## src/scr_pkg.sv

```systemverilog
// Constants, types and register map of the sync clock reference block
// Contract
// - Two-phase lead order gives transport direction
// - Direction used only for pulse position source
// - Clock derived from pulses while the implied rate stays within the clamp
// - Tach: one line direction, other rate pulses
// - Pulses per frame accepts 2 through 254
// - Internal reference drives all digital clocks
// - Generator timing follows the word clock of the selected reference
// - Rate trim limited to plus/minus 699 cents
// - Rate trim works for every position source
// - Output rate clamped 35-50 kHz, flagged
// - Rate hold keeps last rate on loss
// - Without hold, loss returns nominal rate
// - Rate hold setting survives power cycles
// - Position source selects reading or generating
// - Generating drives LTC, VITC, MTC together
// - Panel press advances reference cyclically
// - Lock indicator blinks on loss or bad setup
package scr_pkg;
  localparam int DATA_W = 32;
  localparam int ADDR_W = 8;
  localparam int ACC_W = 32;
  localparam int TRIM_W = 11;
  localparam int PPF_W = 8;
  localparam int POS_W = 24;
  localparam int MEAS_W = 20;
  localparam int SPF_W = 11;
  localparam longint CLK_HZ = 125000000;
  localparam longint FS_NOM_HZ = 44100;
  localparam longint FS_MIN_HZ = 35000;
  localparam longint FS_MAX_HZ = 50000;
  localparam longint OVS = 512;
  localparam longint FPS = 30;
  // Phase increments of the 512x rate accumulator
  localparam longint INC_NOM = FS_NOM_HZ * OVS * (64'h1 << ACC_W) / CLK_HZ;
  localparam longint INC_MIN = FS_MIN_HZ * OVS * (64'h1 << ACC_W) / CLK_HZ;
  localparam longint INC_MAX = FS_MAX_HZ * OVS * (64'h1 << ACC_W) / CLK_HZ;
  localparam int TRIM_MAX = 699;
  // Linear cents law: ratio about 1 + c/1731
  localparam longint CENT_K = 1211;
  localparam int CENT_SHIFT = 21;
  localparam int PPF_MIN = 2;
  localparam int PPF_MAX = 254;
  localparam logic [PPF_W-1:0] PPF_RST = 8'h04;
  localparam logic [SPF_W-1:0] SPF_LAST = SPF_W'(FS_NOM_HZ / FPS - 1);
  localparam logic [MEAS_W-1:0] FRAME_OVF = MEAS_W'(FS_NOM_HZ / FPS * OVS);
  localparam logic [MEAS_W-1:0] WORD_OVF = MEAS_W'(OVS);
  localparam logic [ACC_W-1:0] FLL_STEP = 32'h0000_0100;
  localparam logic [1:0] NV_DONE = 2'h3;
  localparam longint LOSS_MS = 100;
  localparam longint BLINK_MS = 250;
  localparam int unsigned LOSS_CYC = 32'(LOSS_MS * CLK_HZ / 1000);
  localparam int unsigned BLINK_CYC = 32'(BLINK_MS * CLK_HZ / 1000);
  localparam logic [1:0] HTRANS_NONSEQ = 2'h2;
  localparam logic [2:0] HSIZE_WORD = 3'h2;
  localparam logic [ADDR_W-1:0] REG_CTRL = 8'h00;
  localparam logic [ADDR_W-1:0] REG_TRIM = 8'h04;
  localparam logic [ADDR_W-1:0] REG_PPF = 8'h08;
  localparam logic [ADDR_W-1:0] REG_STAT = 8'h0C;
  localparam logic [ADDR_W-1:0] REG_POS = 8'h10;
  localparam logic [ADDR_W-1:0] REG_RATE = 8'h14;
  localparam int CTRL_REF_LSB = 0;
  localparam int CTRL_POS_LSB = 2;
  localparam int CTRL_HOLD_BIT = 4;
  localparam int STAT_CLAMP = 1;
  typedef enum logic [1:0] {REF_INTERNAL, REF_TWO_PHASE, REF_TACH, REF_DIGITAL} scr_clk_ref_e;
  typedef enum logic [1:0] {POS_GENERATE, POS_LTC, POS_VITC, POS_PULSE} scr_pos_src_e;
endpackage

```

## src/scr_pulse_decoder.sv

```systemverilog
// Two-phase and tach pulse decoder with frame position counter
`timescale 1ns/1ps
module scr_pulse_decoder (
  // Clock and reset
  input wire logic hclk,
  input wire logic hresetn,
  // Transport pins
  input wire logic phase_a_pin,
  input wire logic phase_b_pin,
  // Control
  input wire logic tach_mode,
  input wire logic dir_used,
  input wire logic [scr_pkg::PPF_W-1:0] pulses_per_frame_setting,
  // Results
  output logic rate_pulse,
  output logic frame_tick,
  output logic direction,
  output logic [scr_pkg::POS_W-1:0] frame_pos
);
  import scr_pkg::*;

  logic [1:0] s1_reg, s2_reg, s3_reg;
  logic [PPF_W-1:0] cnt_reg;
  wire a_now = s2_reg[0];
  wire b_now = s2_reg[1];
  wire a_edge = a_now ^ s3_reg[0];
  wire a_rise = a_now & ~s3_reg[0];
  wire dir_now = tach_mode ? b_now : (a_edge ? (a_now ^ b_now) : direction);
  wire fwd = dir_used ? dir_now : 1'h1;
  wire [PPF_W-1:0] ppf_last = PPF_W'(pulses_per_frame_setting - 8'h01);
  wire wrap_up = fwd && cnt_reg >= ppf_last;
  wire wrap_dn = !fwd && cnt_reg == '0;

  always_ff @(posedge hclk or negedge hresetn) begin
    if (!hresetn) begin
      s1_reg <= '0;
      s2_reg <= '0;
      s3_reg <= '0;
      direction <= 1'h1;
    end else begin
      s1_reg <= {phase_b_pin, phase_a_pin};
      s2_reg <= s1_reg;
      s3_reg <= s2_reg;
      direction <= dir_now;
    end
  end

  // Rate pulse on each A rise serves both modes
  always_ff @(posedge hclk or negedge hresetn) begin
    if (!hresetn) begin
      cnt_reg <= '0;
      frame_pos <= '0;
      rate_pulse <= 1'h0;
      frame_tick <= 1'h0;
    end else begin
      rate_pulse <= a_rise;
      frame_tick <= a_rise && (wrap_up || wrap_dn);
      if (a_rise) begin
        if (wrap_up) begin
          cnt_reg <= '0;
          frame_pos <= frame_pos + 24'h1;
        end else if (wrap_dn) begin
          cnt_reg <= ppf_last;
          frame_pos <= frame_pos - 24'h1;
        end else if (fwd) begin
          cnt_reg <= cnt_reg + 8'h01;
        end else begin
          cnt_reg <= cnt_reg - 8'h01;
        end
      end
    end
  end
endmodule

```

## src/scr_top.sv

```systemverilog
// Clock reference select, rate engine and register slave
//
// Local design decisions: the register offsets and register access over AHB-Lite.
`timescale 1ns/1ps
module scr_top #(
  parameter int unsigned LOSS_CYC_P = scr_pkg::LOSS_CYC,
  parameter int unsigned BLINK_CYC_P = scr_pkg::BLINK_CYC
) (
  // Clock and reset
  input wire logic hclk,
  input wire logic hresetn,
  // AHB-Lite slave
  input wire logic hsel,
  input wire logic [scr_pkg::DATA_W-1:0] haddr,
  input wire logic [1:0] htrans,
  input wire logic hwrite,
  input wire logic [2:0] hsize,
  input wire logic [scr_pkg::DATA_W-1:0] hwdata,
  input wire logic hready,
  output logic [scr_pkg::DATA_W-1:0] hrdata,
  output logic hreadyout,
  output logic hresp,
  // Transport, reference and panel pins
  input wire logic phase_a_pin,
  input wire logic phase_b_pin,
  input wire logic ext_ref_pin,
  input wire logic panel_sel_pin,
  input wire logic hold_nv_pin,
  // Digital clock outputs
  output logic word_clk,
  output logic wide_clk,
  output logic aes_clk,
  // Generator and indicators
  output logic gen_enable,
  output logic gen_frame_tick,
  output logic lock_led,
  output logic rate_clamped,
  output logic hold_nv_value
);
  import scr_pkg::*;

  localparam int LW = $clog2(LOSS_CYC_P + 1);
  localparam int BW = $clog2(BLINK_CYC_P + 1);

  // ----------------------------------------
  // Pin synchronisers
  // ----------------------------------------
  logic [2:0] pin_s1_reg, pin_s2_reg, pin_s3_reg;
  always_ff @(posedge hclk or negedge hresetn) begin
    if (!hresetn) begin
      pin_s1_reg <= '0;
      pin_s2_reg <= '0;
      pin_s3_reg <= '0;
    end else begin
      pin_s1_reg <= {hold_nv_pin, panel_sel_pin, ext_ref_pin};
      pin_s2_reg <= pin_s1_reg;
      pin_s3_reg <= pin_s2_reg;
    end
  end
  wire ext_edge = pin_s2_reg[0] & ~pin_s3_reg[0];
  wire panel_edge = pin_s2_reg[1] & ~pin_s3_reg[1];
  wire hold_nv_lvl = pin_s2_reg[2];

  // ----------------------------------------
  // AHB-Lite slave
  // ----------------------------------------
  // Reads take one wait state so a write just before is seen
  logic dp_wr_reg, rd_pend_reg, hreadyout_reg;
  logic [ADDR_W-1:0] dp_addr_reg;
  logic [DATA_W-1:0] hrdata_reg;
  logic [DATA_W-1:0] rd_mux;
  wire take = hsel && hready && htrans == HTRANS_NONSEQ && hsize == HSIZE_WORD;
  wire wr_ctrl = dp_wr_reg && dp_addr_reg == REG_CTRL;
  wire wr_trim = dp_wr_reg && dp_addr_reg == REG_TRIM;
  wire wr_ppf = dp_wr_reg && dp_addr_reg == REG_PPF;
  wire wr_stat = dp_wr_reg && dp_addr_reg == REG_STAT;

  always_ff @(posedge hclk or negedge hresetn) begin
    if (!hresetn) begin
      dp_wr_reg <= 1'h0;
      rd_pend_reg <= 1'h0;
      hreadyout_reg <= 1'h1;
      dp_addr_reg <= '0;
      hrdata_reg <= '0;
    end else begin
      dp_wr_reg <= take && hwrite;
      rd_pend_reg <= take && !hwrite;
      hreadyout_reg <= !(take && !hwrite);
      if (take) dp_addr_reg <= haddr[ADDR_W-1:0];
      if (rd_pend_reg) hrdata_reg <= rd_mux;
    end
  end

  // ----------------------------------------
  // Control registers
  // ----------------------------------------
  scr_clk_ref_e clk_ref_reg;
  scr_pos_src_e pos_src_reg;
  logic rate_hold_reg, clamp_stk_reg, clamp_live_reg;
  logic [1:0] nv_cnt_reg;
  logic signed [TRIM_W-1:0] trim_reg;
  logic [PPF_W-1:0] ppf_reg;
  wire signed [DATA_W-1:0] wd_s = $signed(hwdata);
  wire signed [TRIM_W-1:0] trim_sat = wd_s > TRIM_MAX ? TRIM_W'(TRIM_MAX) :
    wd_s < -TRIM_MAX ? TRIM_W'(-TRIM_MAX) : wd_s[TRIM_W-1:0];
  wire ppf_ok = hwdata >= PPF_MIN && hwdata <= PPF_MAX;

  always_ff @(posedge hclk or negedge hresetn) begin
    if (!hresetn) begin
      clk_ref_reg <= REF_INTERNAL;
      pos_src_reg <= POS_GENERATE;
      rate_hold_reg <= 1'h0;
      nv_cnt_reg <= '0;
    end else begin
      if (nv_cnt_reg != NV_DONE) nv_cnt_reg <= nv_cnt_reg + 2'h1;
      if (wr_ctrl) begin
        clk_ref_reg <= scr_clk_ref_e'(hwdata[CTRL_REF_LSB +: 2]);
        pos_src_reg <= scr_pos_src_e'(hwdata[CTRL_POS_LSB +: 2]);
        rate_hold_reg <= hwdata[CTRL_HOLD_BIT];
      end else begin
        if (panel_edge) clk_ref_reg <= scr_clk_ref_e'(clk_ref_reg + 2'h1);
        if (nv_cnt_reg == NV_DONE - 2'h1) rate_hold_reg <= hold_nv_lvl;
      end
    end
  end

  always_ff @(posedge hclk or negedge hresetn) begin
    if (!hresetn) begin
      trim_reg <= '0;
      ppf_reg <= PPF_RST;
      clamp_stk_reg <= 1'h0;
    end else begin
      if (wr_trim) trim_reg <= trim_sat;
      if (wr_ppf && ppf_ok) ppf_reg <= hwdata[PPF_W-1:0];
      clamp_stk_reg <= clamp_live_reg | (clamp_stk_reg & ~(wr_stat & hwdata[STAT_CLAMP]));
    end
  end

  // ----------------------------------------
  // Pulse decoder
  // ----------------------------------------
  logic rate_pulse, frame_tick, direction;
  logic [POS_W-1:0] frame_pos;
  scr_pulse_decoder u_dec (
    .hclk(hclk),
    .hresetn(hresetn),
    .phase_a_pin(phase_a_pin),
    .phase_b_pin(phase_b_pin),
    .tach_mode(clk_ref_reg == REF_TACH),
    .dir_used(pos_src_reg == POS_PULSE),
    .pulses_per_frame_setting(ppf_reg),
    .rate_pulse(rate_pulse),
    .frame_tick(frame_tick),
    .direction(direction),
    .frame_pos(frame_pos)
  );

  // ----------------------------------------
  // Reference tracking
  // ----------------------------------------
  // Pulse references are compared once per frame, so a slow
  // transport still steers the rate without a divider on ppf
  logic [ACC_W-1:0] base_inc_reg, base_inc_next;
  logic [MEAS_W-1:0] meas_cnt_reg;
  logic [LW-1:0] loss_cnt_reg;
  logic out_lock_reg, ovf_reg;
  wire internal = clk_ref_reg == REF_INTERNAL;
  wire pulse_ref = clk_ref_reg == REF_TWO_PHASE || clk_ref_reg == REF_TACH;
  wire fll_evt = pulse_ref ? frame_tick : ext_edge;
  wire act_evt = pulse_ref ? rate_pulse : ext_edge;
  wire [MEAS_W-1:0] target = pulse_ref ? FRAME_OVF : WORD_OVF;
  wire slow = meas_cnt_reg < target;
  wire fast = meas_cnt_reg > target;
  wire [ACC_W-1:0] inc_up = base_inc_reg + FLL_STEP;
  wire [ACC_W-1:0] inc_dn = base_inc_reg - FLL_STEP;
  wire want_out = (slow && inc_up > INC_MAX) || (fast && inc_dn < INC_MIN);
  wire timed_out = loss_cnt_reg == LW'(LOSS_CYC_P);
  wire ref_lost = !internal && (timed_out || out_lock_reg);
  wire cfg_bad = pos_src_reg == POS_PULSE && !pulse_ref;

  always_comb begin
    base_inc_next = base_inc_reg;
    if (internal) begin
      base_inc_next = ACC_W'(INC_NOM);
    end else if (ref_lost) begin
      if (!rate_hold_reg) base_inc_next = ACC_W'(INC_NOM);
    end else if (fll_evt && !want_out) begin
      if (slow) base_inc_next = inc_up;
      else if (fast) base_inc_next = inc_dn;
    end
  end

  always_ff @(posedge hclk or negedge hresetn) begin
    if (!hresetn) begin
      base_inc_reg <= ACC_W'(INC_NOM);
      meas_cnt_reg <= '0;
      loss_cnt_reg <= '0;
      out_lock_reg <= 1'h0;
    end else begin
      base_inc_reg <= base_inc_next;
      if (fll_evt) meas_cnt_reg <= '0;
      else if (ovf_reg && meas_cnt_reg != '1) meas_cnt_reg <= meas_cnt_reg + 20'h1;
      if (act_evt || internal) loss_cnt_reg <= '0;
      else if (!timed_out) loss_cnt_reg <= loss_cnt_reg + LW'(1);
      if (internal) out_lock_reg <= 1'h0;
      else if (fll_evt) out_lock_reg <= want_out;
    end
  end

  // ----------------------------------------
  // Rate trim, clamp and accumulator
  // ----------------------------------------
  // Trim only bends the crystal; a tracking loop would undo it
  logic [ACC_W-1:0] out_inc_reg, acc_reg;
  logic [8:0] div_reg;
  wire signed [63:0] base_s = $signed({32'h0, base_inc_reg});
  wire signed [63:0] trim_prod = base_s * 64'(trim_reg) * CENT_K;
  wire signed [63:0] raw_inc = internal ? base_s + (trim_prod >>> CENT_SHIFT) : base_s;
  wire clamp_lo = raw_inc < INC_MIN;
  wire clamp_hi = raw_inc > INC_MAX;
  wire [ACC_W-1:0] inc_sel = clamp_lo ? ACC_W'(INC_MIN) :
    clamp_hi ? ACC_W'(INC_MAX) : raw_inc[ACC_W-1:0];
  wire [ACC_W:0] acc_sum = {1'h0, acc_reg} + {1'h0, out_inc_reg};
  wire word_tick = ovf_reg && &div_reg;

  always_ff @(posedge hclk or negedge hresetn) begin
    if (!hresetn) begin
      out_inc_reg <= ACC_W'(INC_NOM);
      clamp_live_reg <= 1'h0;
      acc_reg <= '0;
      ovf_reg <= 1'h0;
      div_reg <= '0;
    end else begin
      out_inc_reg <= inc_sel;
      clamp_live_reg <= clamp_lo | clamp_hi;
      acc_reg <= acc_sum[ACC_W-1:0];
      ovf_reg <= acc_sum[ACC_W];
      if (ovf_reg) div_reg <= div_reg + 9'h001;
    end
  end

  // ----------------------------------------
  // Generator timing and lock indicator
  // ----------------------------------------
  logic [SPF_W-1:0] samp_cnt_reg;
  logic gen_tick_reg, gen_en_reg, blink_reg, led_reg;
  logic [BW-1:0] blink_cnt_reg;
  wire frame_end = word_tick && samp_cnt_reg == SPF_LAST;
  wire bad = ref_lost || cfg_bad;

  always_ff @(posedge hclk or negedge hresetn) begin
    if (!hresetn) begin
      samp_cnt_reg <= '0;
      gen_tick_reg <= 1'h0;
      gen_en_reg <= 1'h0;
    end else begin
      if (frame_end) samp_cnt_reg <= '0;
      else if (word_tick) samp_cnt_reg <= samp_cnt_reg + 11'h001;
      gen_en_reg <= pos_src_reg == POS_GENERATE;
      gen_tick_reg <= frame_end && pos_src_reg == POS_GENERATE;
    end
  end

  always_ff @(posedge hclk or negedge hresetn) begin
    if (!hresetn) begin
      blink_cnt_reg <= '0;
      blink_reg <= 1'h0;
      led_reg <= 1'h0;
    end else begin
      if (blink_cnt_reg == BW'(BLINK_CYC_P - 1)) begin
        blink_cnt_reg <= '0;
        blink_reg <= ~blink_reg;
      end else begin
        blink_cnt_reg <= blink_cnt_reg + BW'(1);
      end
      led_reg <= bad ? blink_reg : 1'h1;
    end
  end

  // ----------------------------------------
  // Read mux and outputs
  // ----------------------------------------
  wire [DATA_W-1:0] ctrl_word = DATA_W'({rate_hold_reg, pos_src_reg, clk_ref_reg});
  wire [DATA_W-1:0] stat_word = DATA_W'({clamp_live_reg, cfg_bad, direction, clamp_stk_reg, ref_lost});
  assign rd_mux = dp_addr_reg == REG_CTRL ? ctrl_word :
    dp_addr_reg == REG_TRIM ? DATA_W'(trim_reg) :
    dp_addr_reg == REG_PPF ? DATA_W'(ppf_reg) :
    dp_addr_reg == REG_STAT ? stat_word :
    dp_addr_reg == REG_POS ? DATA_W'(frame_pos) :
    dp_addr_reg == REG_RATE ? out_inc_reg : '0;

  assign hrdata = hrdata_reg;
  assign hreadyout = hreadyout_reg;
  assign hresp = 1'h0;
  assign wide_clk = div_reg[0];
  assign aes_clk = div_reg[1];
  assign word_clk = div_reg[8];
  assign gen_enable = gen_en_reg;
  assign gen_frame_tick = gen_tick_reg;
  assign lock_led = led_reg;
  assign rate_clamped = clamp_live_reg;
  assign hold_nv_value = rate_hold_reg;
endmodule

```

## config.mk

```make
export PLATFORM = sky130hd
export DESIGN_NAME = scr_top
export DESIGN_NICKNAME = d
export VERILOG_FILES = /design/src/scr_pkg.sv /design/src/scr_pulse_decoder.sv /design/src/scr_top.sv
export SDC_FILE = /design/constraint.sdc
export NUM_CORES = 2
export LEC_CHECK = 0
export BUFFER_PORTS_ARGS = -buffer_cell sky130_fd_sc_hd__buf_2
export CAP_MARGIN = 20
export CORE_ASPECT_RATIO = 0.5
export CORE_UTILIZATION = 30
export CTS_BUF_LIST = sky130_fd_sc_hd__clkbuf_2 sky130_fd_sc_hd__clkbuf_4 sky130_fd_sc_hd__clkbuf_8
export DETAILED_ROUTE_END_ITERATION = 12
export GPL_TIMING_DRIVEN = 0
export PLACE_DENSITY = 0.51
export RECOVER_POWER = 100
export REMOVE_ABC_BUFFERS = 1
export SYNTH_ARGS = -nofsm -noshare
export SYNTH_HDL_FRONTEND = slang
export SYNTH_SLANG_ARGS = --single-unit
export TNS_END_PERCENT = 1
```

## constraint.sdc

```tcl
create_clock -name hclk -period 27.7 [get_ports hclk]
set_clock_uncertainty 0.05 [all_clocks]
set_input_delay 2.77 -clock hclk [delete_from_list [all_inputs] [get_ports hclk]]
set_output_delay 2.77 -clock hclk [all_outputs]
set_load 0.005 [all_outputs]
```

==> results.json <==
{
  "syn_to_final_growth_pct": 9.14,
  "ys_seq_elements": 303,
  "grt_max_degree": 117,
  "crit_family": "compound AO/OA/AOI/OAI gates",
  "drc": 0,
  "synth.avg_cell_area_um2": 8.82,
  "routed_wl_um": 111000,
  "cts.sinks": 303,
  "worstMarginPinSlew_ns": 6.06,
  "cp-end-kind": "register",
  "clkLatencyLatePin_ns": 0.69,
  "cts_hold_buf": 0,
  "clockBufferDepth": 3,
  "die_h_um": 262,
  "critPathLaunchType": "register",
  "synth_cell_type_count": 95,
  "use_met3": 0.0137,
  "dr.pass1.iters": 5,
  "syn_area_um2": 40500,
  "cts_tree": "done",
  "final_layout_size_suffix_gt1_frac": 0.0646,
  "drv_cap": 6,
  "status": "complete, but fails checks",
  "grt_pass1_vias": 33400,
  "ys_warn_count": 0,
  "slowest_delay_ns": 1.04,
  "syn-instance-count": 4585,
  "synth-edff-count": 0,
  "setup_viol": 0,
  "drv_slew": 330,
  "fin_crit_ns": 18.72,
  "seq_area_frac_synth": 0.188,
  "met1_usage": 0.228,
  "hold_class": "register to register",
  "path_buf_inv": 5,
  "h-tree-depth": 2,
  "fin_crit_sh": 0.676,
  "cts_setup_buffers": 0,
  "hold_viol": 0,
  "grt_pass1_wl_um": 183000,
  "via_count": 32100,
  "avgRoutedWirePerCell_um": 17.2,
  "required_ns": 28.16,
  "fillers": 13800,
  "num_rows": 94,
  "overflow": 0,
  "placement.io_buffers": 95,
  "ioPinCount": 121,
  "initial_utilization": 0.305,
  "drt_iter0_markers": 2077,
  "track_usage": 0.166,
  "grtUsageMet2": 0.283,
  "worstSetupPathType": "register to register",
  "path_max_fanout": 18,
  "slew_headroom": -3.04,
  "num-nets-final": 5577,
  "antenna_found_initial": 5,
  "rsz0062_at_grt": "false",
  "tns_ns": 0,
  "fmax_ghz": 0.0534,
  "grt_busiest_layer": "met2",
  "cp_slowest_cell": "clkinv_1",
  "ys_async_sr_fraction": 1.00,
  "dp_hpwl_um": 89100,
  "failed_checks": "max-capacitance violations, max-slew violations",
  "via_per_inst": 4.98,
  "numCtsBuffers": 55,
  "path_common_cell": "fa_1",
  "gp_congestion": 0.879,
  "arrival_ns": 19.18,
  "cts_resized": 0,
  "dieWidth_um": 521,
  "ys.flop_type": "dfrtp_1",
  "core_area_um2": 133000,
  "root_buffer": "clkbuf_8",
  "path_clk_slew_ns": 0.06,
  "die_area_um2": 136000,
  "ant_nets": 0
}
[synthesized netlist by cell type (all sizes together) (14+ instances only)]
cell,instances,share of area
nor2b,23,0.0036
or2,26,0.0040
ha,438,0.14
dfstp,27,0.018
o31ai,21,0.0040
a21o,90,0.017
o21a,36,0.0069
a31oi,27,0.0042
and2,148,0.023
nor4,39,0.0062
nand2,354,0.033
o21ai,160,0.020
inv,783,0.073
fa,447,0.22
dfrtp,276,0.17
o22ai,32,0.0049
a221oi,18,0.0049
buf,22,0.0028
a21oi,237,0.029
o21bai,37,0.0070
nand2b,27,0.0042
nor3,98,0.012
clkbuf,163,0.015
xnor2,132,0.029
mux2i,22,0.0058
o221ai,14,0.0032
and3,53,0.0083
xor2,98,0.021
or3,32,0.0049
nand4,73,0.011
nand3,110,0.014
o211ai,17,0.0033
a211o,14,0.0030
a211oi,18,0.0033
mux2,49,0.014
nor2,259,0.024
[final cells by class]
class	instances	area, µm²	area share
diodes	4	10.0	0.000227
repair buffers	124	820	0.0186
clock inverters	13	158	0.00357
well taps	1776	2220	0.0503
clock buffers	89	1100	0.0249
multi-input cells	3344	29300	0.663
flip-flops and latches	303	7620	0.173
inverters	785	2950	0.0667
[routing by layer]
layer	wire [µm]	share of wire
met1	52500	0.47
met2	51900	0.47
met3	4130	0.037
met4	2480	0.022
met5	0	0
[worst register-to-register path, delay by kind of cell, from the launching register on]
kind                     cells  cell delay (ns)
buffers and inverters        5             1.28
XOR/XNOR                     3             1.25
adder cells (fa/ha/maj)     13             5.97
AO/OA/AOI/OAI               24             6.13
flip-flops                   1             1.02
AND/OR/NAND/NOR              9             2.84
[metrics by stage]
stage                     hold slack [ns]  utilization  area (µm²)  setup slack [ns]  std cells
after floorplan                     0.281            -       39800             13.56       4432
after detailed placement            0.285        0.325       43100              9.88       6328
after CTS                           0.310        0.334       44300              9.78       6430
after global routing                0.313        0.333       44100              7.71       6435
after global placement              0.290        0.321       42500              9.85       6303
final                               0.304        0.333       44100              8.98       6438
[cell families after synthesis]
logic type,count (synthesis),synth area share
multiplexers,71,0.0194
XOR/XNOR,230,0.0498
adder cells (fa/ha/maj),885,0.357
flip-flops,303,0.188
AND/OR/NAND/NOR,1303,0.161
buffers and inverters,970,0.0908
AO/OA/AOI/OAI,821,0.134
other,2,0.000186
[layout by cell type, fill, tap and decap left out, types with 52 or more instances in the layout]
master,instances
buf_2,55
inv_1,783
xor2_1,98
ha_1,438
nor2_1,258
dfrtp_1,274
a21oi_1,237
nand4_1,73
xnor2_1,132
clkbuf_8,69
nand2_1,354
and3_1,52
a21o_1,90
fa_1,447
nand3_1,109
o21ai_0,149
nor3_1,98
and2_1,143
[path summary, 6_finish.rpt]
kind | from | end | slack (ns) | cells after the start
worst max-delay path | trim_reg[10] | out_inc_reg[8] | 8.98 | 54
worst min-delay path | pin_s1_reg[1] | pin_s2_reg[1] | 0.30 | 0
worst max register to register | trim_reg[10] | out_inc_reg[8] | 8.98 | 54
worst min register to register | pin_s1_reg[1] | pin_s2_reg[1] | 0.30 | 0
max in group asynchronous | hresetn | rd_pend_reg | 11.71 | 3
min in group asynchronous | hresetn | div_reg[7] | 3.51 | 1
Power is left out: the tool's default activity adds up to more than one toggle a clock period on the data nets, which glitch-free logic cannot reach.
